==> config.mk <==
export PLATFORM = sky130hd
export DESIGN_NAME = dcti_interlock
export DESIGN_NICKNAME = d
export VERILOG_FILES = /design/src/dcti_pkg.sv /design/src/dcti_sync.sv /design/src/dcti_hist_mem.sv /design/src/dcti_interlock.sv
export SDC_FILE = /design/constraint.sdc
export NUM_CORES = 1
export LEC_CHECK = 0
export ABC_AREA = 1
export BUFFER_PORTS_ARGS = -buffer_cell sky130_fd_sc_hd__buf_2
export CORE_MARGIN = 4
export CORE_UTILIZATION = 55
export CTS_CLUSTER_SIZE = 28
export DETAILED_ROUTE_END_ITERATION = 8
export HOLD_SLACK_MARGIN = 0.06
export PLACE_DENSITY = 0.82
export SETUP_SLACK_MARGIN = 0.5
export SLEW_MARGIN = 15
export SYNTH_ARGS = -nofsm -noshare
export SYNTH_HDL_FRONTEND = slang
export SYNTH_SLANG_ARGS = --single-unit
==> constraint.sdc <==
create_clock -name clk -period 2.17 [get_ports clk]
set_input_delay 0.3255 -clock clk [delete_from_list [all_inputs] [get_ports clk]]
set_output_delay 0.3255 -clock clk [all_outputs]
set_load 0.03 [all_outputs]
==> src/dcti_pkg.sv <==
// Constants and types shared by the torque interlock block
// Contract
// - Both channels on: output follows run command
// - Both channels off: inhibit output, safe mode
// - Latch select 0 latches, 1 not; default 0
// - Latched torque-off alarm held until reset command
// - Unlatched alarm clears when both channels return
// - After auto clear, run needs fresh edge
// - Restart select 1 runs held command after reset
// - Channel A alone off raises chan A error; code raises none while waiting to arm or in torque-off
// - Chan A error cleared only by power cycle
// - Channel B alone off raises chan B error; code raises none while waiting to arm or in torque-off
// - Chan B error cleared only by power cycle
// - Single channel and internal errors always latch
// - Codes 76 torque-off, 78 internal loop error
// - Codes 72 chan A error, 77 chan B
// - Fault history keeps six readable entries
// - Output inhibited within 20 ms of drop
// - Internal diagnostics fault raises internal loop error; code raises none once already halted
package dcti_pkg;

  localparam int unsigned CLK_FREQ_HZ    = 10_000_000;
  localparam int unsigned RESPONSE_MS    = 20;
  localparam int unsigned RESPONSE_CYC   = (CLK_FREQ_HZ / 1000) * RESPONSE_MS;
  localparam int unsigned SKEW_WINDOW_US = 100;
  localparam int unsigned SKEW_CYC       = (CLK_FREQ_HZ / 1_000_000) * SKEW_WINDOW_US;
  localparam int unsigned HIST_DEPTH     = 6;

  localparam logic [7:0] CODE_NONE  = 8'h00;
  localparam logic [7:0] CODE_CHANA = 8'h48;  // 72
  localparam logic [7:0] CODE_TORQ  = 8'h4c;  // 76
  localparam logic [7:0] CODE_CHANB = 8'h4d;  // 77
  localparam logic [7:0] CODE_INTL  = 8'h4e;  // 78

  localparam logic ALARM_LATCH_RESET = 1'b0;

  typedef enum logic [2:0] {
    DCTI_WAIT_ARM = 3'b000,
    DCTI_STANDBY  = 3'b001,
    DCTI_RUN      = 3'b010,
    DCTI_SKEW     = 3'b011,
    DCTI_TORQ_OFF = 3'b100,
    DCTI_HALT     = 3'b101
  } dcti_state_e;

endpackage : dcti_pkg

==> src/dcti_sync.sv <==
// Two-flop synchroniser for the channel inputs
`timescale 1ns/1ps
module dcti_sync #(
  parameter int WIDTH = 2
) (
  input  wire logic             clk,
  input  wire logic             reset_n,
  input  wire logic [WIDTH-1:0] async_in,
  output logic      [WIDTH-1:0] sync_out
);
  logic [WIDTH-1:0] meta_reg;

  // A zero-width bundle has nothing to carry
  initial
  begin
    if (WIDTH < 1)
      $error("dcti_sync WIDTH out of range");
  end

  // Channels rest deasserted so output stays inhibited after reset
  always_ff @(posedge clk or negedge reset_n)
  begin
    if (!reset_n)
    begin
      meta_reg <= '0;
      sync_out <= '0;
    end
    else
    begin
      meta_reg <= async_in;
      sync_out <= meta_reg;
    end
  end
endmodule : dcti_sync

==> src/dcti_hist_mem.sv <==
// Six-entry fault history memory with registered read port
`timescale 1ns/1ps
module dcti_hist_mem #(
  parameter int DEPTH = 6,
  parameter int WIDTH = 8
) (
  input  wire logic                     clk,
  input  wire logic                     reset_n,
  input  wire logic                     push,
  input  wire logic [WIDTH-1:0]         push_code,
  input  wire logic [$clog2(DEPTH)-1:0] rd_index,
  output logic      [WIDTH-1:0]         rd_code
);
  logic [WIDTH-1:0] entry_reg [DEPTH];

  // Fewer than two entries would leave the read index with no bits
  initial
  begin
    if (DEPTH < 2 || WIDTH < 1)
      $error("dcti_hist_mem parameters out of range");
  end

  // Newest record at entry 0, oldest shifted out
  always_ff @(posedge clk or negedge reset_n)
  begin
    if (!reset_n)
    begin
      for (int i = 0; i < DEPTH; i++)
        entry_reg[i] <= '0;
    end
    else if (push)
    begin
      entry_reg[0] <= push_code;
      for (int i = 1; i < DEPTH; i++)
        entry_reg[i] <= entry_reg[i-1];
    end
  end

  // Registered read; out-of-range index reads zero
  always_ff @(posedge clk or negedge reset_n)
  begin
    if (!reset_n)
      rd_code <= '0;
    else if (int'(rd_index) < DEPTH)
      rd_code <= entry_reg[rd_index];
    else
      rd_code <= '0;
  end
endmodule : dcti_hist_mem

==> src/dcti_interlock.sv <==
// Dual channel torque interlock controller
`timescale 1ns/1ps
module dcti_interlock #(
  parameter int unsigned SKEW_CYCLES = dcti_pkg::SKEW_CYC
) (
  input  wire logic       clk,
  input  wire logic       reset_n,
  input  wire logic       chan_a_enable_in,
  input  wire logic       chan_b_enable_in,
  input  wire logic       run_cmd,
  input  wire logic       reset_cmd,
  input  wire logic       alarm_latch_select,
  input  wire logic       restart_after_reset_select,
  input  wire logic       diag_fault,
  input  wire logic [2:0] fault_history_index,
  output logic            output_enable,
  output logic            torque_off_alarm,
  output logic            chan_a_loop_error,
  output logic            chan_b_loop_error,
  output logic            internal_loop_error,
  output logic      [7:0] fault_code,
  output logic      [7:0] fault_history_entry
);
  import dcti_pkg::*;

  // Skew window must fit well inside the response budget
  initial
  begin
    // Skew counter is 16 bits wide, so a longer window would wrap
    if (SKEW_CYCLES < 1 || SKEW_CYCLES >= RESPONSE_CYC || SKEW_CYCLES > 32'h0000_ffff)
      $error("SKEW_CYCLES out of range");
  end

  logic [1:0]  chan_sync;
  logic        a_ok;
  logic        b_ok;
  logic        both_ok;
  logic        both_off;
  logic        single_off;
  logic        reset_q_reg;
  logic        reset_rise;
  logic        diag_s1_reg;
  logic        diag_s2_reg;
  logic        need_new_run_reg;
  logic [15:0] skew_cnt_reg;
  logic        skew_done;
  logic        push;
  logic [7:0]  push_code;
  dcti_state_e state_reg;
  dcti_state_e state_next;

  // Channel inputs cross in from the switch
  dcti_sync #(
    .WIDTH    (2)
  ) u_sync (
    .clk      (clk),
    .reset_n  (reset_n),
    .async_in ({chan_b_enable_in, chan_a_enable_in}),
    .sync_out (chan_sync)
  );

  assign a_ok       = chan_sync[0];
  assign b_ok       = chan_sync[1];
  assign both_ok    = a_ok & b_ok;
  assign both_off   = ~a_ok & ~b_ok;
  assign single_off = a_ok ^ b_ok;
  assign skew_done  = (skew_cnt_reg >= 16'(SKEW_CYCLES - 1));

  // Diagnostic fault is asynchronous to us, so synchronise it too
  always_ff @(posedge clk or negedge reset_n)
  begin
    if (!reset_n)
    begin
      diag_s1_reg <= 1'b0;
      diag_s2_reg <= 1'b0;
    end
    else
    begin
      diag_s1_reg <= diag_fault;
      diag_s2_reg <= diag_s1_reg;
    end
  end

  // Edge detector for the reset command; run acts on its level
  always_ff @(posedge clk or negedge reset_n)
  begin
    if (!reset_n)
    begin
      reset_q_reg <= 1'b0;
    end
    else
    begin
      reset_q_reg <= reset_cmd;
    end
  end

  assign reset_rise = reset_cmd & ~reset_q_reg;

  // Skew counter runs while one channel alone is down
  always_ff @(posedge clk or negedge reset_n)
  begin
    if (!reset_n)
      skew_cnt_reg <= '0;
    else if (state_reg == DCTI_SKEW)
      skew_cnt_reg <= skew_cnt_reg + 16'h0001;
    else
      skew_cnt_reg <= '0;
  end

  // Main interlock sequencer
  always_comb
  begin
    state_next = state_reg;
    case (state_reg)
      DCTI_WAIT_ARM:
        if (diag_s2_reg)
          state_next = DCTI_HALT;
        else if (both_ok)
          state_next = DCTI_STANDBY;
      DCTI_STANDBY, DCTI_RUN:
        if (diag_s2_reg)
          state_next = DCTI_HALT;
        else if (both_off)
          state_next = DCTI_TORQ_OFF;
        else if (single_off)
          state_next = DCTI_SKEW;
        else if (run_cmd && (state_reg == DCTI_RUN || !need_new_run_reg))
          state_next = DCTI_RUN;
        else
          state_next = DCTI_STANDBY;
      DCTI_SKEW:
        if (diag_s2_reg)
          state_next = DCTI_HALT;
        else if (both_off)
          state_next = DCTI_TORQ_OFF;
        else if (both_ok)
          state_next = DCTI_STANDBY;
        else if (skew_done)
          state_next = DCTI_HALT;
      DCTI_TORQ_OFF:
        if (diag_s2_reg)
          state_next = DCTI_HALT;
        else if (single_off)
          state_next = DCTI_TORQ_OFF;
        else if (both_ok && alarm_latch_select != ALARM_LATCH_RESET)
          state_next = DCTI_STANDBY;
        else if (both_ok && reset_rise)
          state_next = (restart_after_reset_select && run_cmd)
                       ? DCTI_RUN : DCTI_STANDBY;
      DCTI_HALT:
        state_next = DCTI_HALT;
      default:
        state_next = DCTI_WAIT_ARM;
    endcase
  end

  // State only leaves halt through power-on reset
  always_ff @(posedge clk or negedge reset_n)
  begin
    if (!reset_n)
      state_reg <= DCTI_WAIT_ARM;
    else
      state_reg <= state_next;
  end

  // Fresh run edge needed after auto clear or non-restart reset
  always_ff @(posedge clk or negedge reset_n)
  begin
    if (!reset_n)
      need_new_run_reg <= 1'b0;
    else if (state_reg == DCTI_TORQ_OFF && state_next == DCTI_STANDBY)
      need_new_run_reg <= 1'b1;
    else if (!run_cmd)
      need_new_run_reg <= 1'b0;
  end

  // Output gate: only running with both channels sampled on
  always_ff @(posedge clk or negedge reset_n)
  begin
    if (!reset_n)
      output_enable <= 1'b0;
    else
      output_enable <= (state_next == DCTI_RUN) && both_ok;
  end

  // Alarm flags; single-channel ones ignore latch select
  always_ff @(posedge clk or negedge reset_n)
  begin
    if (!reset_n)
    begin
      torque_off_alarm    <= 1'b0;
      chan_a_loop_error   <= 1'b0;
      chan_b_loop_error   <= 1'b0;
      internal_loop_error <= 1'b0;
    end
    else
    begin
      torque_off_alarm <= (state_next == DCTI_TORQ_OFF);
      if (state_reg != DCTI_HALT && state_next == DCTI_HALT)
      begin
        chan_a_loop_error   <= !diag_s2_reg && !a_ok;
        chan_b_loop_error   <= !diag_s2_reg && !b_ok;
        internal_loop_error <= diag_s2_reg;
      end
    end
  end

  // Record one code on each entry to a fault state
  always_comb
  begin
    push      = 1'b0;
    push_code = CODE_NONE;
    if (state_reg != DCTI_HALT && state_next == DCTI_HALT)
    begin
      push      = 1'b1;
      push_code = diag_s2_reg ? CODE_INTL : (!a_ok ? CODE_CHANA : CODE_CHANB);
    end
    else if (state_reg != DCTI_TORQ_OFF && state_next == DCTI_TORQ_OFF)
    begin
      push      = 1'b1;
      push_code = CODE_TORQ;
    end
  end

  // Current fault code, zero when clear
  always_ff @(posedge clk or negedge reset_n)
  begin
    if (!reset_n)
      fault_code <= CODE_NONE;
    else if (push)
      fault_code <= push_code;
    else if (state_next != DCTI_HALT && state_next != DCTI_TORQ_OFF)
      fault_code <= CODE_NONE;
  end

  // Fault history of six records
  dcti_hist_mem #(
    .DEPTH     (HIST_DEPTH),
    .WIDTH     (8)
  ) u_hist (
    .clk       (clk),
    .reset_n   (reset_n),
    .push      (push),
    .push_code (push_code),
    .rd_index  (fault_history_index),
    .rd_code   (fault_history_entry)
  );

  // Assertions
  property p_both_ok_run;
    @(posedge clk) disable iff (!reset_n)
    (state_reg == DCTI_RUN && both_ok && !diag_s2_reg && !run_cmd) |=> !output_enable;
  endproperty
  a_both_ok_run: assert property (p_both_ok_run) else $error("run drop ignored");

  property p_both_off_inhibit;
    @(posedge clk) disable iff (!reset_n)
    both_off |=> !output_enable && (torque_off_alarm || state_reg == DCTI_HALT
                                    || state_reg == DCTI_WAIT_ARM);
  endproperty
  a_both_off_inhibit: assert property (p_both_off_inhibit) else $error("no inhibit");

  property p_latch_hold;
    @(posedge clk) disable iff (!reset_n)
    (state_reg == DCTI_TORQ_OFF && !alarm_latch_select && !reset_rise && !diag_s2_reg)
    |=> torque_off_alarm;
  endproperty
  a_latch_hold: assert property (p_latch_hold) else $error("latched alarm fell");

  property p_auto_clear;
    @(posedge clk) disable iff (!reset_n)
    (state_reg == DCTI_TORQ_OFF && alarm_latch_select && both_ok && !diag_s2_reg)
    |=> !torque_off_alarm ##1 (state_reg == DCTI_STANDBY);
  endproperty
  a_auto_clear: assert property (p_auto_clear) else $error("no auto clear");

  property p_no_restart_held;
    @(posedge clk) disable iff (!reset_n)
    (state_reg == DCTI_TORQ_OFF && state_next == DCTI_STANDBY) ##1 run_cmd [*2]
    |-> !output_enable;
  endproperty
  a_no_restart_held: assert property (p_no_restart_held) else $error("held run");

  property p_restart;
    @(posedge clk) disable iff (!reset_n)
    (state_reg == DCTI_TORQ_OFF && state_next == DCTI_RUN) |=> output_enable;
  endproperty
  a_restart: assert property (p_restart) else $error("no restart");

  property p_halt_sticky;
    @(posedge clk) disable iff (!reset_n)
    (chan_a_loop_error || chan_b_loop_error) |=> $stable(chan_a_loop_error)
      && $stable(chan_b_loop_error) && !output_enable;
  endproperty
  a_halt_sticky: assert property (p_halt_sticky) else $error("loop error cleared");

  property p_response;
    @(posedge clk) disable iff (!reset_n)
    $fell(a_ok) |-> ##[0:2] !output_enable;
  endproperty
  a_response: assert property (p_response) else $error("slow inhibit");

  property p_code_torq;
    @(posedge clk) disable iff (!reset_n)
    $rose(torque_off_alarm) |-> fault_code == CODE_TORQ;
  endproperty
  a_code_torq: assert property (p_code_torq) else $error("bad code");

  c_run: cover property (@(posedge clk) disable iff (!reset_n) $rose(output_enable));
  c_torq: cover property (@(posedge clk) disable iff (!reset_n) $rose(torque_off_alarm));
  c_chan_a: cover property (@(posedge clk) disable iff (!reset_n) $rose(chan_a_loop_error));
  c_intl: cover property (@(posedge clk) disable iff (!reset_n) $rose(internal_loop_error));
endmodule : dcti_interlock

==> Yosys cells after proc, flatten, opt, wreduce, memory -nomap -nowiden <==
Cells that the tools add are included.
{ "totals": {"register_bits": 96} }
{ "classes": {"n_eq_ne": 14, "addsub": 1, "n_mux": 31, "order_cmp": 3, "reduce_logical": 19, "n_bitwise": 8} }
{ "op_table": {"columns": ["cell", "n"], "rows": [
  ["3-bit 2-to-1 mux", 14],
  ["8-bit 2-to-1 mux", 5],
  ["8-bit binary-select mux with 3-bit select", 1],
  ["16-bit by 1-bit adder with 16-bit output (second input constant)", 1],
  ["16-bit by 10-bit greater-or-equal comparator with 1-bit output (second input constant)", 1],
  ["16-bit 2-to-1 mux", 1],
  ["3-bit case mux with 5 select lines", 1],
  ["7-bit 2-to-1 mux", 2],
  ["3-bit == test (second input constant)", 4],
  ["3-bit != test (second input constant)", 4],
  ["1-bit logical AND", 11],
  ["3-bit by 2-bit == test with 1-bit output (second input constant)", 3],
  ["3-bit by 1-bit == test with 1-bit output (second input constant)", 2],
  ["2-bit 2-to-1 mux", 3],
  ["4-bit greater-or-equal comparator (second input constant)", 1],
  ["1-bit zero test", 4],
  ["1-bit 2-to-1 mux", 4],
  ["3-bit inverter with 4-bit output", 1],
  ["1-bit AND", 3],
  ["3-bit zero test", 1],
  ["3-bit less-than comparator (second input constant)", 1],
  ["1-bit inverter", 3],
  ["2-bit by 1-bit != test with 1-bit output (second input constant)", 1],
  ["2-bit nonzero test", 1],
  ["other kinds (3)", 3]
]} }

==> Logic depth before layout (Yosys ltp) <==
Gate-level depths: netlist of the first run.
{ "depth": {"depth_word": 13, "mapped_depth": 16, "ltp_nobuf": 15} }

==> Hierarchy <==
A second synthesis of the first run with hierarchy kept.
{ "hier_totals": {"hier_cells": 539, "area_unflattened_um2": 4380.5} }
{ "modules_own_cells": {"columns": ["module", "area_per_inst_um2", "seq_area_each_um2", "cells_each", "n_inst"], "rows": [
  ["dcti_hist_mem", 2548.7, 1401.3, 317, 1],
  ["dcti_interlock", 1731.7, 800.8, 218, 1],
  ["dcti_sync", 100.1, 100.1, 4, 1]
]} }

==> Least setup slack after synthesis of the first run <==
No wires, ideal clock.
{ "synth_path": {"path_type": "register to register", "startpoint": "register u_sync.sync_out[0]", "endpoint": "register fault_code[2]", "path_buffers": 1, "path_slack_ns": 0.275, "stages_incl_launch_ff": 16, "setup_time_ns": 0.119, "required_time_ns": 2.051, "t_arrival_ns": 1.776, "cell_sequence": "dfrtp_1 inv_1 ha_1 inv_1 nand2_1 inv_1 o21ai_0 nand2_1 nand2_1 nor2_4 inv_2 nand4_4 nand2_4 buf_6 nand2_1 nand2_1"} }
{ "synth_via": {"elab_chain_len": 12, "elab_cells_between_ends": 34, "classes_between": "4 x eq/ne; 20 x mux; 4 x bitwise; 6 x reduce/logical"} }
{ "synth_rtl": {"columns": ["element", "line", "text"], "rows": [
  ["start: declaration", "dcti_sync.sv:9", "output logic [WIDTH-1:0] sync_out"],
  ["start signal: assignment", "dcti_sync.sv:31", "sync_out <= meta_reg;"],
  ["1-bit AND", "dcti_interlock.sv:64", "assign both_ok = a_ok & b_ok;"],
  ["1-bit logical AND", "dcti_interlock.sv:147", "else if (both_ok && reset_rise)"],
  ["3-bit 2-to-1 mux", "dcti_interlock.sv:147", null],
  ["3-bit 2-to-1 mux", "dcti_interlock.sv:145", "else if (both_ok && alarm_latch_select != ALARM_LATCH_RESET)"],
  ["3-bit 2-to-1 mux", "dcti_interlock.sv:143", "else if (single_off)"],
  ["3-bit 2-to-1 mux", "dcti_interlock.sv:141", "if (diag_s2_reg)"],
  ["3-bit case mux with 5 select lines (*)", "dcti_interlock.sv:114", "case (state_reg)"],
  ["named net state_next[2]", "dcti_interlock.sv:50", "dcti_state_e state_next;"],
  ["3-bit == test", "dcti_interlock.sv:218", "else if (state_reg != DCTI_TORQ_OFF && state_next == DCTI_TORQ_OFF)"],
  ["1-bit logical AND", "dcti_interlock.sv:218", null],
  ["7-bit 2-to-1 mux or 1-bit 2-to-1 mux (tied branches)", "dcti_interlock.sv:218", null],
  ["7-bit 2-to-1 mux or 1-bit 2-to-1 mux (tied branches)", "dcti_interlock.sv:213", "if (state_reg != DCTI_HALT && state_next == DCTI_HALT)"],
  ["8-bit 2-to-1 mux or 2-bit nonzero test (tied branches)", null, null],
  ["end signal: assignment", "dcti_interlock.sv:231", "fault_code <= push_code;"],
  ["end: declaration", "dcti_interlock.sv:21", "output logic [7:0] fault_code,"]
]} }
The timed path passes the listed nets; every way through them passes the cells marked *.
A chain may end at the register's enable or synchronous reset.

==> Worst setup path after layout of the first run <==
{ "layout_path": {"startpoint": "register skew_cnt_reg[0]", "endpoint": "register u_hist.entry_reg[18] (netlist name)"} }
{ "layout_via": {"elab_chain_len": 10, "elab_cells_between_ends": 12, "classes_between": "1 x order compare; 2 x eq/ne; 7 x mux; 2 x reduce/logical"} }
{ "layout_rtl": {"columns": ["element", "line", "text"], "rows": [
  ["start: declaration", "dcti_interlock.sv:45", "logic [15:0] skew_cnt_reg;"],
  ["start signal: assignment", "dcti_interlock.sv:105", "skew_cnt_reg <= skew_cnt_reg + 16'h0001;"],
  ["16-bit by 10-bit greater-or-equal comparator with 1-bit output (*)", "dcti_interlock.sv:67", "assign skew_done = (skew_cnt_reg >= 16'(SKEW_CYCLES - 1));"],
  ["3-bit 2-to-1 mux (*)", "dcti_interlock.sv:138", "else if (skew_done)"],
  ["3-bit 2-to-1 mux (*)", "dcti_interlock.sv:136", "else if (both_ok)"],
  ["3-bit 2-to-1 mux (*)", "dcti_interlock.sv:134", "else if (both_off)"],
  ["3-bit 2-to-1 mux (*)", "dcti_interlock.sv:132", "if (diag_s2_reg)"],
  ["3-bit case mux with 5 select lines (*)", "dcti_interlock.sv:114", null],
  ["named net state_next[2]", "dcti_interlock.sv:50", null],
  ["3-bit == test", "dcti_interlock.sv:218", null],
  ["1-bit logical AND", "dcti_interlock.sv:218", null],
  ["1-bit 2-to-1 mux", "dcti_interlock.sv:218", null],
  ["1-bit 2-to-1 mux (*)", "dcti_interlock.sv:213", null],
  ["end signal: indexed assignment", "dcti_hist_mem.sv:35", "entry_reg[i] <= entry_reg[i-1];"],
  ["end: declaration", "dcti_hist_mem.sv:14", "logic [WIDTH-1:0] entry_reg [DEPTH];"]
]} }
Marked as above.

==> impl_metrics.csv, run 1 <==
group,metric,value,unit
route,via_count,2898,
hold_path,worst_hold_path.endpoint,"diag_s1_reg",
worst_setup_path,critical_path_arrival,2.27,ns
route,first_iter_violations,350,
power,p_leak,2.028,nW
timing,fmaxAchievable,0.4884,GHz
worst_setup_path,worstReg2RegEnd,"u_hist.entry_reg[18]",
timing,period_minus_slack,2.048,ns
layout,post_route_cell_area,4119,sq um
die,placeableCoreArea,5270,sq um
timing,finalSetupViolCount,0,
cts,clk_latency,0.35,ns
layout,layout-drive-gt1-share,38.43,%
die,chipWidth,82.84,um
power,power_per_cell_area,556.2,nW/um^2
hold_path,hold_path.class,"input pin to flip-flop",
worst_setup_path,worst-endpoint-required,2.39,ns
logic_synthesis,synth_top_area_share,51.99,%
die,dieArea,6862,sq um
hold_path,whs_path_depth,1,
place,port_buffers,26,
worst_setup_path,timing.setup.critical_path_class,"flip-flop to flip-flop",
grt,grt_overflow_total,0,
route,via_per_inst,5.773,
place,detailed_placer_s_ending_hpwl,4010,um
power,p_int,1.718,mW
grt,global_route_usage_over_all_layers,20.67,%
outcome,outcome,"finished, final reports clean",
logic_synthesis,synthesis.yosys.warnings,0,
logic_synthesis,synth_enable_flop_cells,0,
logic_synthesis,yosysSeqAreaShare,51.99,%
hold_path,min_delay_src,"diag_fault",
power,comb_power_share,6.7,%
route,drt-pass1-iter-count,4,
layout,syn2layout_area_growth,33.71,%
logic_synthesis,yosys_register_bits,64,
logic_synthesis,synthesis.area,3080,sq um
die,num_io_pins,33,
timing,timing.final.max_slew_violations,0,
cts,clock_transition_at_the_registers_of_the_reported_paths,0.07,ns
logic_synthesis,synthesis.instances,363,
worst_setup_path,reg2reg_from,"skew_cnt_reg[0]",
layout,nets,443,
power,p_seq_share,52.9,%
layout,largest_register_ff_count,24,
logic_synthesis,synth_top_cells_by_area,"sky130_fd_sc_hd__dfrtp_1 52%, sky130_fd_sc_hd__nand2_1 13%, sky130_fd_sc_hd__inv_1 4.8%, sky130_fd_sc_hd__o21ai_0 3.7%, sky130_fd_sc_hd__nand3_1 2.8%",
grt,grt_pass1_vias,2540,
cts,tritoncts.num_buffers,9,
power,vdd.ir_drop.worst,0.4103,mV
die,floorplan.initialDensity,58.45,%
die,std_cell_rows,26,
power,power_switching,573.1,uW
layout,n_antenna_cell,0,
worst_setup_path,critical_path_peak_fanout,8,
worst_setup_path,timing.reg2reg.worst_path_depth,14,
route,wire_per_inst,17.06,um
cts,h-tree-depth,3,
cts,clock-sinks,64,
grt,maximum_number_of_pins_on_one_net_before_global_route_repair,65,
logic_synthesis,avgSynthCellArea,8.486,sq um
timing,fin_skew,0.01065,ns
worst_setup_path,worstSetupStartpointType,"flip-flop",
layout,utilization,78.16,%
power,fin_total_pwr,2.291,mW
worst_setup_path,endpoint_kind,"flip-flop",
die,height_of_the_die,82.84,um
timing,grt_setup_unrepaired,"true",
timing,final.period_utilization,94.36,%
grt,grt_pass1_wl,11410,um
logic_synthesis,yosysUniqueCellTypes,34,
worst_setup_path,ff_to_ff_setup_slack,0.12,ns
logic_synthesis,share_of_synthesized_registers_carrying_an_async_set_or_reset,100.0,%
logic_synthesis,postSynth.topFlopCell,"sky130_fd_sc_hd__dfrtp_1",
route,detailed_route_wire_length,8563,um
power,power.clock.fraction,40.4,%
cts,clock_tree.root_cell,"sky130_fd_sc_hd__clkbuf_8",
route,detail-route-antenna-nets,0,
cts,clk_path_buf_depth,2,
route,drc,0,
cts,cts_tree,"done",
place,place_area,3259,sq um
power,p_sw_share,25.02,%
grt,antenna_violations_before_repair,0,
place,weighted_congestion_at_the_end_of_routability_driven_global_placement,0.8271,
logic_synthesis,post-synth-top-area-cell,"sky130_fd_sc_hd__dfrtp_1",
timing,hold_viol,0,
flow_run,maxCapViolCount,0,
## cells in the mapped netlist (4+ instances only)
cell type / instances
sky130_fd_sc_hd__nor2_4: 4
sky130_fd_sc_hd__nor2_1: 22
sky130_fd_sc_hd__buf_4: 9
sky130_fd_sc_hd__o21ai_0: 23
sky130_fd_sc_hd__inv_1: 39
sky130_fd_sc_hd__a21oi_1: 13
sky130_fd_sc_hd__nor3_1: 7
sky130_fd_sc_hd__nand4_1: 4
sky130_fd_sc_hd__o211ai_1: 4
sky130_fd_sc_hd__inv_2: 4
sky130_fd_sc_hd__dfrtp_1: 64
sky130_fd_sc_hd__buf_6: 4
sky130_fd_sc_hd__nand3_1: 17
sky130_fd_sc_hd__nand2_1: 107
sky130_fd_sc_hd__o21ai_1: 13
## cells in the final DEF, fill, tap and decap left out, types with 2 or more instances in the layout
| master | Yosys | routed |
|---|---|---|
| sky130_fd_sc_hd__o21ai_1 | 13 | 8 |
| sky130_fd_sc_hd__nor3b_4 | 0 | 2 |
| sky130_fd_sc_hd__ha_4 | 0 | 2 |
| sky130_fd_sc_hd__o21ai_2 | 0 | 7 |
| sky130_fd_sc_hd__nor3_2 | 0 | 2 |
| sky130_fd_sc_hd__nand2_4 | 1 | 5 |
| sky130_fd_sc_hd__nand2_1 | 107 | 75 |
| sky130_fd_sc_hd__nand3_2 | 3 | 6 |
| sky130_fd_sc_hd__nand3_4 | 1 | 3 |
| sky130_fd_sc_hd__o21ai_0 | 23 | 21 |
| sky130_fd_sc_hd__nor2_4 | 4 | 13 |
| sky130_fd_sc_hd__nand3_1 | 17 | 12 |
| sky130_fd_sc_hd__inv_1 | 39 | 35 |
| sky130_fd_sc_hd__clkinv_2 | 0 | 2 |
| sky130_fd_sc_hd__nor3_1 | 7 | 5 |
| sky130_fd_sc_hd__buf_12 | 0 | 2 |
| sky130_fd_sc_hd__nand4_1 | 4 | 4 |
| sky130_fd_sc_hd__inv_4 | 0 | 3 |
| sky130_fd_sc_hd__buf_4 | 9 | 19 |
| sky130_fd_sc_hd__conb_1 | 1 | 6 |
| sky130_fd_sc_hd__o211ai_1 | 4 | 4 |
| sky130_fd_sc_hd__clkbuf_8 | 0 | 11 |
| sky130_fd_sc_hd__nand2_2 | 2 | 29 |
| sky130_fd_sc_hd__buf_2 | 0 | 26 |
| sky130_fd_sc_hd__a21oi_1 | 13 | 12 |
| sky130_fd_sc_hd__inv_2 | 4 | 5 |
| sky130_fd_sc_hd__buf_6 | 4 | 14 |
| sky130_fd_sc_hd__nor2_1 | 22 | 15 |
| sky130_fd_sc_hd__dfrtp_1 | 64 | 63 |
## routing by layer
metal	vias to the layer above	routed length (um)	track usage (%)
li1	1283	-	-
met1	1388	3339	26.14
met2	186	4195	32.07
met3	41	661	6.238
met4	0	366	10.70
met5	-	0	0
## repair_timing
item                       CTS  global route
buffers inserted            19            12
setup endpoints to repair   34            41
cloned                       1             1
hold buffers                 1             0
pin swaps                   15            33
hold endpoints to repair    64             0
gates resized for setup     26            79
## final cells by class
type                       instances  area, sq um
clock buffer                      12        155.1
fill                             287         1151
timing repair buffer              64        533.0
multi-input combinational        245         1550
inverter                          44        172.7
tap                               70        87.58
clock inverter                     3        17.52
sequential                        64         1603
## stage by stage
stage,setup WS [ns],cells,hold WS [ns],TNS (ns)
6_report,0.1225,502,0.08265,0
5_1_grt,-0.006750,502,0.06756,-0.006750
4_1_cts,0.2670,489,0.08065,0
3_5_place_dp,0.08155,453,0.3389,0
3_3_place_gp,0.1686,453,0.3362,0
2_1_floorplan,0.3710,368,0.02991,0
## power by group through the flow
stage | Sequential (mW) | Combinational, mW | Clock, mW
after global placement | 1.23 | 0.121 | 0
after detailed placement | 1.23 | 0.123 | 0
final | 1.21 | 0.153 | 0.925
after floorplan | 1.24 | 0.0661 | 0
after CTS | 1.21 | 0.137 | 0.921
after global routing | 1.21 | 0.165 | 0.992
## worst max-delay path, cell delays in order (launching register included)
cell	delay, ns
sky130_fd_sc_hd__dfrtp_1	0.41
sky130_fd_sc_hd__ha_2	0.20
sky130_fd_sc_hd__nand2_2	0.09
sky130_fd_sc_hd__nand2_1	0.07
sky130_fd_sc_hd__nand3_2	0.08
sky130_fd_sc_hd__nand2_1	0.05
sky130_fd_sc_hd__nand2_1	0.06
sky130_fd_sc_hd__clkinv_1	0.11
sky130_fd_sc_hd__nor2_4	0.23
sky130_fd_sc_hd__inv_4	0.07
sky130_fd_sc_hd__nand4_4	0.14
sky130_fd_sc_hd__nand2_8	0.11
sky130_fd_sc_hd__buf_12	0.16
sky130_fd_sc_hd__nand2_2	0.06
sky130_fd_sc_hd__o21ai_1	0.08
## how the worst max path moves through the flow
| stage | start | end | cells past startpoint |
|---|---|---|---|
| 6_report | skew_cnt_reg[0] | u_hist.entry_reg[18] | 14 |
| 3_3_place_gp | u_sync.sync_out[0] | u_hist.entry_reg[32] | 15 |
| 5_1_grt | skew_cnt_reg[0] | u_hist.entry_reg[18] | 14 |
| 2_1_floorplan | u_sync.sync_out[0] | u_hist.entry_reg[41] | 15 |
| 4_1_cts | u_sync.sync_out[0] | u_hist.entry_reg[32] | 15 |
| 3_5_place_dp | u_sync.sync_out[0] | u_hist.entry_reg[32] | 15 |
## cells by family (layout without fill, tap and decap cells)
logic type | Yosys count | count (layout) | share of synthesized area, %
other cells | 1 | 6 | 0.1217
simple gates | 177 | 177 | 26.60
buf+inv | 59 | 123 | 9.260
compound gates | 58 | 58 | 10.52
xor+xnor | 1 | 1 | 0.2844
fa+ha+maj | 3 | 3 | 1.219
flops | 64 | 64 | 51.99
(Power assumes the default switching activity.)
==> run 2, diff against run 1 <==
--- a/config.mk
+++ b/config.mk
@@ -7,7 +7,7 @@
 export LEC_CHECK = 0
 export ABC_AREA = 1
 export BUFFER_PORTS_ARGS = -buffer_cell sky130_fd_sc_hd__buf_2
-export CORE_MARGIN = 4
+export CORE_MARGIN = 1.5
 export CORE_UTILIZATION = 55
 export CTS_CLUSTER_SIZE = 28
 export DETAILED_ROUTE_END_ITERATION = 8
==> constraint.sdc (replaced) <==
create_clock -name clk -period 2.3 [get_ports clk]
set_input_delay 0.345 -clock clk [delete_from_list [all_inputs] [get_ports clk]]
set_output_delay 0.345 -clock clk [all_outputs]
set_load 0.03 [all_outputs]
==> run 2 against run 1 <==
Routed wire length down 5.4%. Register-to-register slack gained 0.11 ns. Final cell count fell by 1.0%. First-iteration DRC count decreased by 24%. Largest power group unchanged.
==> impl_metrics.csv, run 2 (synthesized netlist as in run 1, its figures left out) <==
group,metric,value,unit
route,drc,0,
cts,clock_transition_at_the_registers_of_the_reported_paths,0.07,ns
worst_setup_path,endpoint,"u_hist.entry_reg[32]",
power,p_int,1.596,mW
timing,timing_worst_slew_pin_value,0.5355,ns
place,port_buffers,26,
grt,maximum_number_of_pins_on_one_net_before_global_route_repair,44,
worst_setup_path,critPathLaunch,"u_sync.sync_out[0]",
timing,postLayoutSetupSlackWorst,0.2331,ns
die,num_io_pins,33,
timing,final.period_utilization,89.87,%
timing,fmaxAchievable,0.4838,GHz
route,detailed_route_wire_length,8101,um
place,detailed_placer_s_ending_hpwl,4010,um
worst_setup_path,worst-endpoint-required,2.57,ns
layout,n_antenna_cell,0,
power,fin_total_pwr,2.141,mW
timing,period_minus_slack,2.067,ns
worst_setup_path,cp_num_buf_inv,4,
worst_setup_path,timing.reg2reg.worst_path_depth,13,
worst_setup_path,critical_path_peak_fanout,8,
route,via_per_inst,5.678,
worst_setup_path,critical-path-slowest-cell,"sky130_fd_sc_hd__dfrtp_2",
layout,nets,435,
die,floorplan.initialDensity,56.64,%
timing,slew_headroom,64.30,%
die,chipWidth,77.84,um
route,first_iter_violations,265,
worst_setup_path,critical_path_arrival,2.34,ns
power,power_per_cell_area,534.2,nW/um^2
cts,tritoncts.num_buffers,9,
grt,grt_overflow_total,0,
flow_run,maxCapViolCount,0,
layout,utilization,73.68,%
grt,grt_pass1_vias,2465,
power,vdd.ir_drop.worst,0.5002,mV
power,p_leak,1.961,nW
hold_path,hold_path.class,"input pin to flip-flop",
die,placeableCoreArea,5439,sq um
layout,layout_common_cells,"69 x sky130_fd_sc_hd__nand2_1, 63 x sky130_fd_sc_hd__dfrtp_1, 35 x sky130_fd_sc_hd__inv_1",
layout,layout-drive-gt1-share,36.71,%
worst_setup_path,max_stage_delay,0.45,ns
cts,clk_path_buf_depth,2,
grt,global_route_usage_over_all_layers,23.83,%
timing,total_negative_slack_for_setup_checks,0,ns
die,std_cell_rows,27,
layout,largest_register_ff_count,24,
worst_setup_path,worstSetupStartpointType,"flip-flop",
worst_setup_path,critical-path-top-delay-family,"simple AND/OR/NAND/NOR gates",
power,p_sw_share,25.44,%
power,power_switching,544.8,uW
cts,clock_tree.root_cell,"sky130_fd_sc_hd__clkbuf_8",
cts,clock-sinks,64,
power,p_seq_share,53.5,%
die,height_of_the_die,77.84,um
power,power.clock.fraction,39.6,%
layout,leading_cell_type_in_the_layout_fill_and_taps_excluded,"sky130_fd_sc_hd__nand2_1",
worst_setup_path,endpoint_kind,"flip-flop",
outcome,outcome,"finished, final reports clean",
place,weighted_congestion_at_the_end_of_routability_driven_global_placement,0.8565,
worst_setup_path,worstSetupPathDepth,13,
worst_setup_path,reg2reg_from,"u_sync.sync_out[0]",
power,comb_power_share,6.9,%
worst_setup_path,worstReg2RegEnd,"u_hist.entry_reg[32]",
timing,hold_viol,0,
grt,grt_pass1_wl,11110,um
route,detail-route-antenna-nets,0,
layout,syn2layout_area_growth,30.10,%
cts,clk_latency,0.35,ns
worst_setup_path,critical-path-top-cell-by-count,"sky130_fd_sc_hd__nand2_2",
worst_setup_path,ff_to_ff_setup_slack,0.23,ns
place,place_ws,0.1320,ns
timing,finalSetupViolCount,0,
worst_setup_path,timing.setup.critical_path_class,"flip-flop to flip-flop",
grt,antenna_violations_before_repair,0,
worst_setup_path,critical_path.cell_chain,"inv_2 -> ha_4 -> inv_4 -> buf_12 -> nand3_2 -> nand2_1 -> nand2_2 -> a21boi_2 -> nand4_4 -> nand2_8 -> buf_6 -> nand2_2 -> o21ai_1",
route,wire_per_inst,16.30,um
timing,grt_setup_unrepaired,"true",
layout,fillers,345,
timing,fin_skew,0.008871,ns
route,via_count,2822,
timing,timing.final.max_slew_violations,0,
cts,cts_tree,"done",
die,dieArea,6059,sq um
cts,h-tree-depth,3,
route,drt-pass1-iter-count,5,
run 2: cell count changes in the layout (fill, tap and decap cells not counted), sizes merged:
cell / previous run / this run
clkbuf: 13 / 12
clkinvlp: 1 / 0
buf: 62 / 53
inv: 43 / 42
clkinv: 3 / 6
nand2: 110 / 112
run 2: timing repair:
action / in CTS / in global routing
hold buffers: 1 / 0
setup endpoints to repair: 29 / 37
endpoints found under the hold margin: 21 / 0
cloned: 2 / 1
buffers inserted: 11 / 12
pin swaps: 12 / 27
resized for setup: 30 / 67
run 2: cell type report:
type | count | area, sq um | area share, %
clock buffer | 12 | 145.1 | 3.622
clock inverter | 4 | 20.02 | 0.4995
inverter | 44 | 182.7 | 4.558
multi-input combinational | 247 | 1540 | 38.43
sequential | 64 | 1603 | 39.99
tap | 72 | 90.09 | 2.248
timing repair buffer | 54 | 426.7 | 10.65
run 2: power groups by stage:
stage | sequential (mW) | clock (mW) | combinational, mW
after floorplan | 1.17 | 0 | 0.0623
after global placement | 1.16 | 0 | 0.113
after detailed placement | 1.16 | 0 | 0.116
after CTS | 1.14 | 0.845 | 0.131
after global routing | 1.15 | 0.892 | 0.162
final | 1.14 | 0.848 | 0.148
run 2: how the worst min path moves through the flow:
stage,from,endpoint,cells past startpoint,slack [ns]
2_1_floorplan,reset_n,chan_a_loop_error,0,0.05
6_report,chan_b_enable_in,u_sync.meta_reg[1],1,0.1
4_1_cts,diag_fault,diag_s1_reg,1,0.09
5_1_grt,diag_fault,diag_s1_reg,1,0.09
3_3_place_gp,reset_n,reset_q_reg,1,0.34
3_5_place_dp,reset_n,reset_q_reg,1,0.35
run 2: metrics by stage:
stage / hold WS, ns / cell area, sq um / std cells
2_1_floorplan: 0.04941 / 3107 / 368
3_3_place_gp: 0.3383 / 3242 / 454
3_5_place_dp: 0.3456 / 3242 / 454
4_1_cts: 0.09401 / 3660 / 484
5_1_grt: 0.09427 / 4008 / 497
6_report: 0.09917 / 4008 / 497
run 2: routing by layer:
metal / global-route usage (%) / part of all wire, %
met2: 36.96 / 50
met1: 30.92 / 39
met3: 5.882 / 6.7
met4: 12.36 / 4.1
met5: 0 / 0
